==> config.mk <==
export PLATFORM = sky130hd
export DESIGN_NAME = alarm_warning_enable_masks
export DESIGN_NICKNAME = d
export VERILOG_FILES = /design/src/nv_store.v /design/src/alarm_warning_enable_masks.v
export VERILOG_INCLUDE_DIRS = /design/src
export SDC_FILE = /design/constraint.sdc
export NUM_CORES = 1
export LEC_CHECK = 0
export BUFFER_PORTS_ARGS = -buffer_cell sky130_fd_sc_hd__buf_2
export CAP_MARGIN = 20
export CORE_MARGIN = 4
export CORE_UTILIZATION = 53
export CTS_CLUSTER_DIAMETER = 40
export DETAILED_ROUTE_END_ITERATION = 12
export PLACE_DENSITY = 0.75
export SKIP_LAST_GASP = 1
export SYNTH_ARGS = -nofsm -noshare
export SYNTH_HDL_FRONTEND = slang
export SYNTH_HIERARCHICAL = 1
export SYNTH_SLANG_ARGS = --single-unit
export TNS_END_PERCENT = 20
==> constraint.sdc <==
create_clock -name mclk -period 3.85 [get_ports mclk]
set_input_delay 0.5775 -clock mclk [delete_from_list [all_inputs] [get_ports mclk]]
set_output_delay 0.5775 -clock mclk [all_outputs]
set_load 0.02 [all_outputs]
==> src/mask_map.vh <==
// Constants for the alarm and warning enable mask block.
// Assumes inclusion by bare name from the design files.
`ifndef MASK_MAP_VH
`define MASK_MAP_VH

// =====================================================
// Register offsets inside the upper memory table
`define OFS_RSVD_A        8'hf9
`define OFS_SHUTDOWN_EN   8'hfa
`define OFS_RSVD_B        8'hfb
`define OFS_WARN_EN       8'hfc

// =====================================================
// Table numbers selected by the table-select bit
`define TABLE_PRIMARY     8'h01
`define TABLE_ALTERNATE   8'h05

// =====================================================
// Field positions and reset values
`define SD_BIT_BIAS_HI    3
`define SD_BIT_TX_POWER_HIGH     1
`define SD_BIT_TX_POWER_LOW     0
`define SD_USED_MASK      8'h0b
`define WARN_COMMON_MASK  8'hf0
`define WARN_PER_TX_MASK  8'h0f
`define RESET_SD_EN       8'h00
`define RESET_WARN_EN     8'h00

// =====================================================
// Shadow storage slot indices
`define SLOT_SD_TX1       2'h0
`define SLOT_SD_TX2       2'h1
`define SLOT_WARN_TX1     2'h2
`define SLOT_WARN_TX2     2'h3

`endif

==> src/nv_store.v <==
// Small nonvolatile shadow store of four bytes with a registered read port.
// Assumes the write strobe is one cycle and is produced in the mclk domain.
`timescale 1ns/1ps
`default_nettype none

module nv_store (
   input  wire       mclk,
   input  wire       clk_en,
   input  wire       wr_en,
   input  wire [1:0] wr_slot,
   input  wire [7:0] wr_data,
   input  wire [1:0] rd_slot,
   output reg  [7:0] rd_data
);

   reg [7:0] mem_q [0:3];

   // =====================================================
   // Storage cells, held across reset like EEPROM
   always @(posedge mclk) begin
      if (clk_en) begin
         if (wr_en) begin
            mem_q[wr_slot] <= wr_data;
         end
         rd_data <= mem_q[rd_slot];
      end
   end

endmodule
`default_nettype wire

==> src/alarm_warning_enable_masks.v <==
// Alarm and warning enable masks for a dual transmitter controller.
// Assumes a decoded byte-wide register port from the serial bus engine,
// password levels and grants already evaluated, flags from the monitors.
`timescale 1ns/1ps
`default_nettype none
`include "mask_map.vh"

module alarm_warning_enable_masks (
   input  wire       mclk,
   input  wire       reset,
   input  wire       clk_en,
   input  wire       reg_wr,
   input  wire       reg_rd,
   input  wire       page_tx2,
   input  wire [7:0] table_sel,
   input  wire [7:0] reg_addr,
   input  wire [7:0] reg_wdata,
   output reg  [7:0] reg_rdata,
   output reg        reg_ack,
   input  wire       mask_table_sel,
   input  wire       shadow_write_bypass,
   input  wire       upper_password_level,
   input  wire       lower_password_level,
   input  wire       table_region_rw_grant,
   input  wire       table_region_read_grant,
   input  wire [1:0] bias_high_alarm,
   input  wire [1:0] tx_power_high,
   input  wire [1:0] tx_power_low,
   input  wire [3:0] common_warning,
   input  wire [7:0] tx1_warning,
   input  wire [7:0] tx2_warning,
   output reg  [1:0] fault_gate_signal,
   output reg        tx_fault_interrupt,
   output reg        ee_busy
);

   // Synchronised flag inputs (monitor flags come from analog comparators)
   reg [1:0] bias_s1_q, bias_s2_q, txph_s1_q, txph_s2_q, txpl_s1_q, txpl_s2_q;
   reg [3:0] comw_s1_q, comw_s2_q;
   reg [7:0] w1_s1_q, w1_s2_q, w2_s1_q, w2_s2_q;

   // Working registers
   reg [7:0] sd_en_q [0:1];
   reg [3:0] warn_common_q;
   reg [3:0] warn_tx_q [0:1];

   // Power-up reload sequencer, one-hot
   localparam [3:0] ST_LOAD_ISSUE = 4'h1;
   localparam [3:0] ST_LOAD_WAIT  = 4'h2;
   localparam [3:0] ST_LOAD_TAKE  = 4'h4;
   localparam [3:0] ST_RUN        = 4'h8;
   reg  [3:0] state_q;
   reg  [1:0] slot_q;

   wire       rd_ok, wr_ok, tbl_hit, tx;
   wire       hit_sd, hit_warn, hit_rsvd;
   reg        ee_wr;
   reg  [1:0] ee_wslot;
   reg  [7:0] ee_wdata;
   wire [7:0] ee_rdata;
   reg        cw_pend_q;                                      // Shared bits owed to tx1 slot
   reg  [3:0] w1_lo_q;                                        // Stored tx1 warning nibble

   // =====================================================
   // Access decode
   assign tx      = page_tx2;
   assign tbl_hit = (table_sel == (mask_table_sel ? `TABLE_ALTERNATE
                                                  : `TABLE_PRIMARY));
   assign rd_ok   = upper_password_level | (lower_password_level &
                    (table_region_rw_grant | table_region_read_grant));
   assign wr_ok   = upper_password_level |
                    (lower_password_level & table_region_rw_grant);
   assign hit_sd   = tbl_hit & (reg_addr == `OFS_SHUTDOWN_EN);
   assign hit_warn = tbl_hit & (reg_addr == `OFS_WARN_EN);
   assign hit_rsvd = tbl_hit & ((reg_addr == `OFS_RSVD_A) | (reg_addr == `OFS_RSVD_B));

   // =====================================================
   // Shadow EEPROM commit data
   always @* begin
      ee_wr    = 1'b0;
      ee_wslot = `SLOT_SD_TX1;
      ee_wdata = reg_wdata;
      if (state_q == ST_RUN && reg_wr && wr_ok && !shadow_write_bypass) begin
         if (hit_sd) begin
            ee_wr    = 1'b1;
            ee_wslot = tx ? `SLOT_SD_TX2 : `SLOT_SD_TX1;
         end else if (hit_warn) begin
            ee_wr    = 1'b1;
            ee_wslot = tx ? `SLOT_WARN_TX2 : `SLOT_WARN_TX1;
         end
      end
      // Owed shared bits go out while the bus leaves the port free
      if (!ee_wr && cw_pend_q) begin
         ee_wr    = 1'b1;
         ee_wslot = `SLOT_WARN_TX1;
         ee_wdata = {warn_common_q, w1_lo_q};
      end
   end

   nv_store u_store (
      .mclk    (mclk),
      .clk_en  (clk_en),
      .wr_en   (ee_wr),
      .wr_slot (ee_wslot),
      .wr_data (ee_wdata),
      .rd_slot (slot_q),
      .rd_data (ee_rdata)
   );

   // =====================================================
   // Shared warning bits reload from the tx1 slot only, so a
   // page-two commit owes that slot a second write
   always @(posedge mclk) begin
      if (reset) begin
         cw_pend_q <= 1'b0;
      end else if (clk_en) begin
         if (ee_wr && ee_wslot == `SLOT_WARN_TX2) begin
            cw_pend_q <= 1'b1;
         end else if (ee_wr && ee_wslot == `SLOT_WARN_TX1) begin
            cw_pend_q <= 1'b0;
         end
      end
   end

   // Mirror of the stored tx1 nibble, so the owed write keeps it
   always @(posedge mclk) begin
      if (clk_en) begin
         if (state_q == ST_LOAD_TAKE && slot_q == `SLOT_WARN_TX1) begin
            w1_lo_q <= ee_rdata[3:0];
         end else if (ee_wr && ee_wslot == `SLOT_WARN_TX1) begin
            w1_lo_q <= ee_wdata[3:0];
         end
      end
   end

   // =====================================================
   // Input synchronisers
   always @(posedge mclk) begin
      if (clk_en) begin
         bias_s1_q <= bias_high_alarm;
         bias_s2_q <= bias_s1_q;
         txph_s1_q <= tx_power_high;
         txph_s2_q <= txph_s1_q;
         txpl_s1_q <= tx_power_low;
         txpl_s2_q <= txpl_s1_q;
         comw_s1_q <= common_warning;
         comw_s2_q <= comw_s1_q;
         w1_s1_q   <= tx1_warning;
         w1_s2_q   <= w1_s1_q;
         w2_s1_q   <= tx2_warning;
         w2_s2_q   <= w2_s1_q;
      end
   end

   // =====================================================
   // Reload sequencer and working registers
   always @(posedge mclk) begin
      if (reset) begin
         state_q       <= ST_LOAD_ISSUE;
         slot_q        <= `SLOT_SD_TX1;
         sd_en_q[0]    <= `RESET_SD_EN;
         sd_en_q[1]    <= `RESET_SD_EN;
         warn_common_q <= 4'h0;
         warn_tx_q[0]  <= 4'h0;
         warn_tx_q[1]  <= 4'h0;
         ee_busy       <= 1'b1;
      end else if (clk_en) begin
         case (state_q)
            ST_LOAD_ISSUE: begin
               state_q <= ST_LOAD_WAIT;
            end
            ST_LOAD_WAIT: begin
               state_q <= ST_LOAD_TAKE;
            end
            ST_LOAD_TAKE: begin
               // Copy stored byte into working register
               case (slot_q)
                  `SLOT_SD_TX1:  sd_en_q[0] <= ee_rdata;
                  `SLOT_SD_TX2:  sd_en_q[1] <= ee_rdata;
                  `SLOT_WARN_TX1: begin
                     warn_tx_q[0]  <= ee_rdata[3:0];
                     warn_common_q <= ee_rdata[7:4];
                  end
                  default: warn_tx_q[1] <= ee_rdata[3:0];
               endcase
               if (slot_q == `SLOT_WARN_TX2) begin
                  state_q <= ST_RUN;
                  ee_busy <= 1'b0;
               end else begin
                  state_q <= ST_LOAD_ISSUE;
               end
               slot_q <= slot_q + 2'h1;
            end
            ST_RUN: begin
               if (reg_wr && wr_ok) begin
                  if (hit_sd) begin
                     sd_en_q[tx] <= reg_wdata;
                  end else if (hit_warn) begin
                     warn_common_q <= reg_wdata[7:4];
                     warn_tx_q[tx] <= reg_wdata[3:0];
                  end
               end
            end
            default: begin
               state_q <= ST_LOAD_ISSUE;
            end
         endcase
      end
   end

   // =====================================================
   // Register read port, one cycle answer
   always @(posedge mclk) begin
      if (reset) begin
         reg_rdata <= 8'h00;
         reg_ack   <= 1'b0;
      end else if (clk_en) begin
         reg_ack   <= (reg_rd | reg_wr) & (state_q == ST_RUN);
         reg_rdata <= 8'h00;
         if (reg_rd && rd_ok && state_q == ST_RUN) begin
            if (hit_sd) begin
               reg_rdata <= sd_en_q[tx];
            end else if (hit_warn) begin
               reg_rdata <= {warn_common_q, warn_tx_q[tx]};
            end else if (hit_rsvd) begin
               reg_rdata <= 8'h00;
            end
         end
      end
   end

   // =====================================================
   // Gated outputs
   always @(posedge mclk) begin
      if (reset) begin
         fault_gate_signal  <= 2'b00;
         tx_fault_interrupt <= 1'b0;
      end else if (clk_en) begin
         fault_gate_signal[0] <=
            (sd_en_q[0][`SD_BIT_BIAS_HI] & bias_s2_q[0]) |
            (sd_en_q[0][`SD_BIT_TX_POWER_HIGH]  & txph_s2_q[0]) |
            (sd_en_q[0][`SD_BIT_TX_POWER_LOW]  & txpl_s2_q[0]);
         fault_gate_signal[1] <=
            (sd_en_q[1][`SD_BIT_BIAS_HI] & bias_s2_q[1]) |
            (sd_en_q[1][`SD_BIT_TX_POWER_HIGH]  & txph_s2_q[1]) |
            (sd_en_q[1][`SD_BIT_TX_POWER_LOW]  & txpl_s2_q[1]);
         tx_fault_interrupt <= |(warn_common_q & comw_s2_q) |
                               |(warn_tx_q[0] & w1_s2_q[3:0]) |
                               |(warn_tx_q[1] & w2_s2_q[3:0]);
      end
   end

endmodule
`default_nettype wire

### Word-level counts from Yosys, hierarchy flattened

Memory sizes are Yosys's and may differ from the RTL's. A register that Yosys moved wholly into a read port is not among the register bits.
Index checks and enable logic that the tools add are counted.

| word-level totals | value |
|---|---|
| bits in registers | 64 |
| latch bits | 0 |
| bits in writable memories | 56 |
| ROM bits | 0 |
| input bits | 62 |
| output and inout port bits | 13 |
| word-level logic and storage cells | 172 |
| memories kept | 3 |

| operators by class | value |
|---|---|
| add/sub/neg operators | 1 |
| multipliers | 0 |
| div/mod/pow operators | 0 |
| magnitude comparators | 0 |
| eq/ne operators | 16 |
| shift-type cells | 0 |
| multiplexer cells | 73 |
| bitwise logic cells | 29 |
| reductions and logical operators | 28 |

Memory list:

| memory | words | width | rd ports | clocked after Yosys merged registers in | write ports | RTL line | source |
|---|---|---|---|---|---|---|---|
| u_store.mem_q | 4 | 8 | 1 | 1 | 1 | nv_store.v:16 | `reg [7:0] mem_q [0:3];` |
| sd_en_q | 2 | 8 | 3 | 0 | 2 | alarm_warning_enable_masks.v:43 | `reg [7:0] sd_en_q [0:1];` |
| warn_tx_q | 2 | 4 | 3 | 0 | 2 | alarm_warning_enable_masks.v:45 | `reg [3:0] warn_tx_q [0:1];` |

Operator list:

| operator | count |
|---|---|
| $mux 8 | 7 |
| $mux 1 | 49 |
| $mux 4 | 10 |
| $eq 8x8->1 const B | 2 |
| $pmux 4 s4 | 1 |
| $reduce_or 4->1 | 4 |
| $or 1x1->1 | 14 |
| $and 4x4->4 | 3 |
| $and 1x1->1 | 11 |
| $logic_and 1x1->1 | 10 |
| $eq 2x2->1 const B | 4 |
| $eq 8x3->1 | 1 |
| $mux 2 | 4 |
| $pmux 4 s2 | 1 |
| $reduce_and 2->1 | 4 |
| $reduce_or 8->1 | 1 |
| $ne 2x2->1 const B | 3 |
| $reduce_and 6->1 | 1 |
| $reduce_bool 2->1 | 3 |
| $eq 4x1->1 const B | 1 |
| $eq 4x2->1 const B | 1 |
| $eq 4x3->1 const B | 1 |
| $eq 4x4->1 const B | 1 |
| $mux 3 | 1 |
| 8 further kinds | 9 |

### Depth between registers and ports, before layout

| logic depth | value |
|---|---|
| word-level depth | 13 |
| gate-level depth with buffers | 7 |
| gate-level depth less buffers | 6 |

### Hierarchy

The synthesis kept the hierarchy.

By module, submodules not included:

| module | times used | cells each | area each (µm²) | sequential area each (µm²) |
|---|---|---|---|---|
| alarm_warning_enable_masks | 1 | 287 | 3865.0 | 2402.3 |
| nv_store | 1 | 54 | 1436.4 | 1201.2 |

### Worst setup path before layout

Ideal clock, no wire load.

| timing | value |
|---|---|
| kind | input to register |
| from | input port table_sel[1] |
| to | memory u_store.mem_q[0][0], enable pin |
| library setup time | 395 ps |
| arrival time | 2964 ps |
| required time | 3455 ps |
| slack | 492 ps |
| stages | 5 |
| path buffers | 0 |
| cell sequence | nor4b_1 > nand4_4 > o41ai_4 > nand2_1 > nor4bb_1 |

| on the way | value |
|---|---|
| elaborated cells between the ends (all ways) | 16 |
| classes of those cells | eq/ne (1); mux (11); bitwise (2); reduce/logical (2) |

RTL lines:

| what | RTL line | source |
|---|---|---|
| from (decl) | alarm_warning_enable_masks.v:15 | `input wire [7:0] table_sel,` |
| $eq 8x3->1 (*) | alarm_warning_enable_masks.v:67 | `` assign tbl_hit = (table_sel == (mask_table_sel ? `TABLE_ALTERNATE `` |
| $and 1x1->1 | alarm_warning_enable_masks.v:74 | `` assign hit_warn = tbl_hit & (reg_addr == `OFS_WARN_EN); `` |
| $mux 1 | alarm_warning_enable_masks.v:87 | `end else if (hit_warn) begin` |
| $mux 1 | alarm_warning_enable_masks.v:84 | `if (hit_sd) begin` |
| $mux 1 | alarm_warning_enable_masks.v:83 | `if (state_q == ST_RUN && reg_wr && wr_ok && !shadow_write_bypass) begin` |
| $logic_not 1->1 | alarm_warning_enable_masks.v:93 | `if (!ee_wr && cw_pend_q) begin` |
| $logic_and 1x1->1 | alarm_warning_enable_masks.v:93 |  |
| $mux 2 (*) | alarm_warning_enable_masks.v:93 |  |
| net ee_wslot[1] | alarm_warning_enable_masks.v:58 | `reg [1:0] ee_wslot;` |
| to (decl) | nv_store.v:16 |  |

The timed path passes the listed nets; every way through them passes the cells marked *.

### Worst setup path in the final report

| timing | value |
|---|---|
| from | register state_q[3] |
| to | register w1_lo_q[3] (data pin) |

| on the way | value |
|---|---|
| longest elaborated chain between the ends | 10 |
| elaborated cells between the ends (all ways) | 12 |
| classes of those cells | eq/ne (2); mux (4); reduce/logical (6) |

RTL lines:

| what | RTL line | source |
|---|---|---|
| from (decl) | alarm_warning_enable_masks.v:52 | `reg [3:0] state_q;` |
| from (signal assigned) | alarm_warning_enable_masks.v:159 | `state_q <= ST_LOAD_ISSUE;` |
| from (signal assigned) | alarm_warning_enable_masks.v:170 | `state_q <= ST_LOAD_WAIT;` |
| from (signal assigned) | alarm_warning_enable_masks.v:173 | `state_q <= ST_LOAD_TAKE;` |
| $eq 4x4->1 | alarm_warning_enable_masks.v:83 |  |
| $logic_and 1x1->1 (3 in a row) | alarm_warning_enable_masks.v:83 |  |
| $mux 1 | alarm_warning_enable_masks.v:83 |  |
| $logic_not 1->1 | alarm_warning_enable_masks.v:93 |  |
| $logic_and 1x1->1 | alarm_warning_enable_masks.v:93 |  |
| $mux 8 | alarm_warning_enable_masks.v:93 |  |
| net ee_wdata[3] | alarm_warning_enable_masks.v:59 | `reg [7:0] ee_wdata;` |
| $mux 4 | alarm_warning_enable_masks.v:130 | `` end else if (ee_wr && ee_wslot == `SLOT_WARN_TX1) begin `` |
| $mux 4 | alarm_warning_enable_masks.v:128 | `` if (state_q == ST_LOAD_TAKE && slot_q == `SLOT_WARN_TX1) begin `` |
| to (signal assigned) | alarm_warning_enable_masks.v:129 | `w1_lo_q <= ee_rdata[3:0];` |
| to (signal assigned) | alarm_warning_enable_masks.v:131 | `w1_lo_q <= ee_wdata[3:0];` |
| to (decl) | alarm_warning_enable_masks.v:62 | `reg [3:0] w1_lo_q;` |

The timed path passes the listed nets, and every way through them passes these cells. The select of a mux whose other input is x is not followed.
A chain may end at the register's enable or synchronous reset.

==> out/qor.yml <==
cpPeakStageDelay_ns: 0.63
routedWlPerCell_microns: 20.1
synthFlopType: "edfxtp_1"
grt_use_total_pct: 20.9
synth-seq-area-share_pct: 68.0
worst-slew-pin-transition_ns: 1.01
synth_top_area_share_pct: 58.9
crit_chain: "nor4b_4 > nand4_4 > o41ai_4 > buf_4 > mux2_2 > mux2_2"
drtIter0Drc: 293
grt_pass1_vias: 3340
yosys.area.top_type: "edfxtp_1"
overflow: 0
start_util_pct: 54.2
io_pins: 75
ys_types: 54
ant_nets: 0
postSynthAreaPerCell_sq_um: 15.5
multi_input_comb_area_sq_um: 1620
hold_class: "primary input to flip-flop"
status: "finished, final reports clean"
dp_cells: 536
hold_viol_final: 0
area_growth_pct: 21.9
die_x_microns: 108
cts.sink_count: 128
leakagePower_uw: 0.00238
vdd_drop_max_v: 0.000323
rsz0062_at_grt: "false"
die_area_sq_um: 11700
clk_pin_slew_worst_paths_ns: 0.06
place_congestion: 0.818
seq_area_sq_um: 3600
grt_use_met3_pct: 5.55
dr.pass1.iters: 5
yosys_warnings: 6
drc: 0
cts_root_buf: "clkbuf_8"
post_cts.repair.setup_buffers: 0
synth_edf_count: 104
postRouteWirelength_mm: 11.4
grt-busiest-layer: "met2"
vias: 3344
io_buffers: 66
use_met2_pct: 33.9
startpoint_type: "flip-flop"
setup_violations: 0
slew_headroom_pct: 32.1
final_cells: 568
hpwl_mm: 7.86
min_period_ns: 2.79
drive_gt1_share_pct: 30.6
cp_data_required_time_ns: 4.11
crit_arrival_ns: 3.06
row_count: 36
min_period_over_period_pct: 72.5
ys_top_cells_by_area: "edfxtp_1 (59%), dfxtp_1 (9.1%), a22o_1 (4.0%)"
slew_violations: 0
syn-instance-count: 341
grt_pass1_wl_mm: 17.8
fin_nets: 488
worstPathMaxFanout: 7
syn-cell-area_sq_um: 5300
p_per_area_nw_per_um2: 534
antenna_found_initial: 0
grt_max_degree: 42
cts_resized: 0
p_total_uw: 3450
crit_type: "flip-flop to flip-flop"
fin_skew_ns: 0.0125
fmax_ghz: 0.358
cts_max_level: 4
drt-vias-per-instance: 5.89
ys_seq_elements: 128
slowest_stage: "o41ai_4"
cts_hold_buf: 0
clock_latency_ns: 0.52
cts_tree: "done"
cap_violations: 0
die_height_microns: 108
met1_usage_pct: 25.7
synth_fp_nets: 407
tns_ns: 0
numCtsBuffers: 17
whs_ns: 0.230
critical_path.endpoint_type: "flip-flop"
core_area_sq_um: 9770
antenna_cells: 0
crit_top_cell: "mux2_2"
postSynth.asyncResetShare_pct: 0
fill_cells: 680
cts.path.max_buffers: 2
==> Yosys cell counts, drive strengths merged (4+ instances only) <==
cell type	instances
a211oi	6
a21oi	6
a22o	24
a22oi	13
buf	5
clkbuf	9
dfxtp	24
edfxtp	104
ha	4
mux2	12
mux2i	16
mux4	8
nand2	14
nor2	25
nor3	4
nor4b	4
o21ai	5
o22ai	4
==> final timing paths <==
path / startpoint / end / slack, ns / cells past startpoint
worst max-delay path: state_q[3]$_SDFFE_PP0P_ / w1_lo_q[3]$_DFFE_PP_ / 1.06 / 6
worst min-delay path: tx_power_low[1] / txpl_s1_q[1]$_DFFE_PP_ / 0.23 / 1
worst max register to register: state_q[3]$_SDFFE_PP0P_ / w1_lo_q[3]$_DFFE_PP_ / 1.06 / 6
worst min register to register: txph_s1_q[0]$_DFFE_PP_ / txph_s2_q[0]$_DFFE_PP_ / 0.42 / 0
==> cell type report <==
cell class                 count  share of cell area (%)
sequential                   128                    55.7
multi-input combinational    196                    25.1
clock buffer                  18                    6.47
timing repair buffer          76                    6.27
clock inverter                14                    3.66
tap                          133                    2.57
inverter                       3                   0.174
==> logic make-up after synthesis <==
kind of cell / after synthesis / synth area share [%]
buffers and inverters: 17 / 1.42
AND/OR/NAND/NOR: 77 / 8.66
XOR/XNOR: 2 / 0.330
AO/OA/AOI/OAI: 77 / 11.7
flip-flops: 128 / 68.0
multiplexers: 36 / 8.97
adder cells (fa/ha/maj): 4 / 0.944
==> per-layer routing <==
metal	up-vias	routed length, microns
met4	0	337
met1	1640	4510
met5	-	0
li1	1546	-
met2	132	5790
met3	26	770
==> placed cells by master (no fill, tap or decap), types with 3 or more instances in the layout <==
cell,Yosys,layout
clkbuf_16,0,16
a222oi_1,3,3
mux2_2,12,12
nor2_1,25,25
buf_2,2,66
clkinv_4,0,3
nor3_1,4,4
edfxtp_1,104,104
a21oi_1,6,6
o22ai_1,4,4
nor4b_1,3,3
and4b_1,3,3
o21ai_0,5,5
ha_1,4,4
a211oi_1,6,6
mux2i_1,16,16
a22oi_1,13,13
buf_4,0,10
and3_1,3,3
nand2_1,14,14
nand2b_1,3,3
bufinv_16,0,6
mux4_2,8,8
dfxtp_1,24,24
nor2b_1,3,3
and2_1,3,3
a211o_1,3,3
a22o_1,24,24
==> flip-flops by register name, summed over array words and instances (netlist names), 4 cells and up <==
name             cells
comw_s1_q            4
u_store/rd_data      8
u_store/mem_q       32
w1_s1_q              4
comw_s2_q            4
warn_common_q        4
sd_en_q             16
w2_s1_q              4
warn_tx_q            8
reg_rdata            8
w1_s2_q              4
w1_lo_q              4
state_q              4
w2_s2_q              4
==> critical path: cells and delay by family (launching register included) <==
kind / cells / cell delay [ns]
compound gates: 1 / 0.63
mux: 2 / 0.67
buf+inv: 1 / 0.25
flops: 1 / 0.44
simple gates: 2 / 0.53
==> stage by stage <==
step                      util, %  worst slack, ns  instance area (sq um)
after floorplan                 -            0.492                   5300
after global placement       59.4            0.679                   5810
after detailed placement     59.4            0.584                   5810
after CTS                    66.1             1.06                   6460
after global routing         66.1            0.871                   6460
final                        66.1             1.06                   6460
==> report_power, final <==
| group | internal (uW) | leakage, uW | switching, uW |
|---|---|---|---|
| combinational | 49.3 | 0.000866 | 74.1 |
| sequential | 1540 | 0.00120 | 22.3 |
| clock | 1180 | 0.000317 | 582 |
Note: power is estimated with default switching activity, not from simulation.
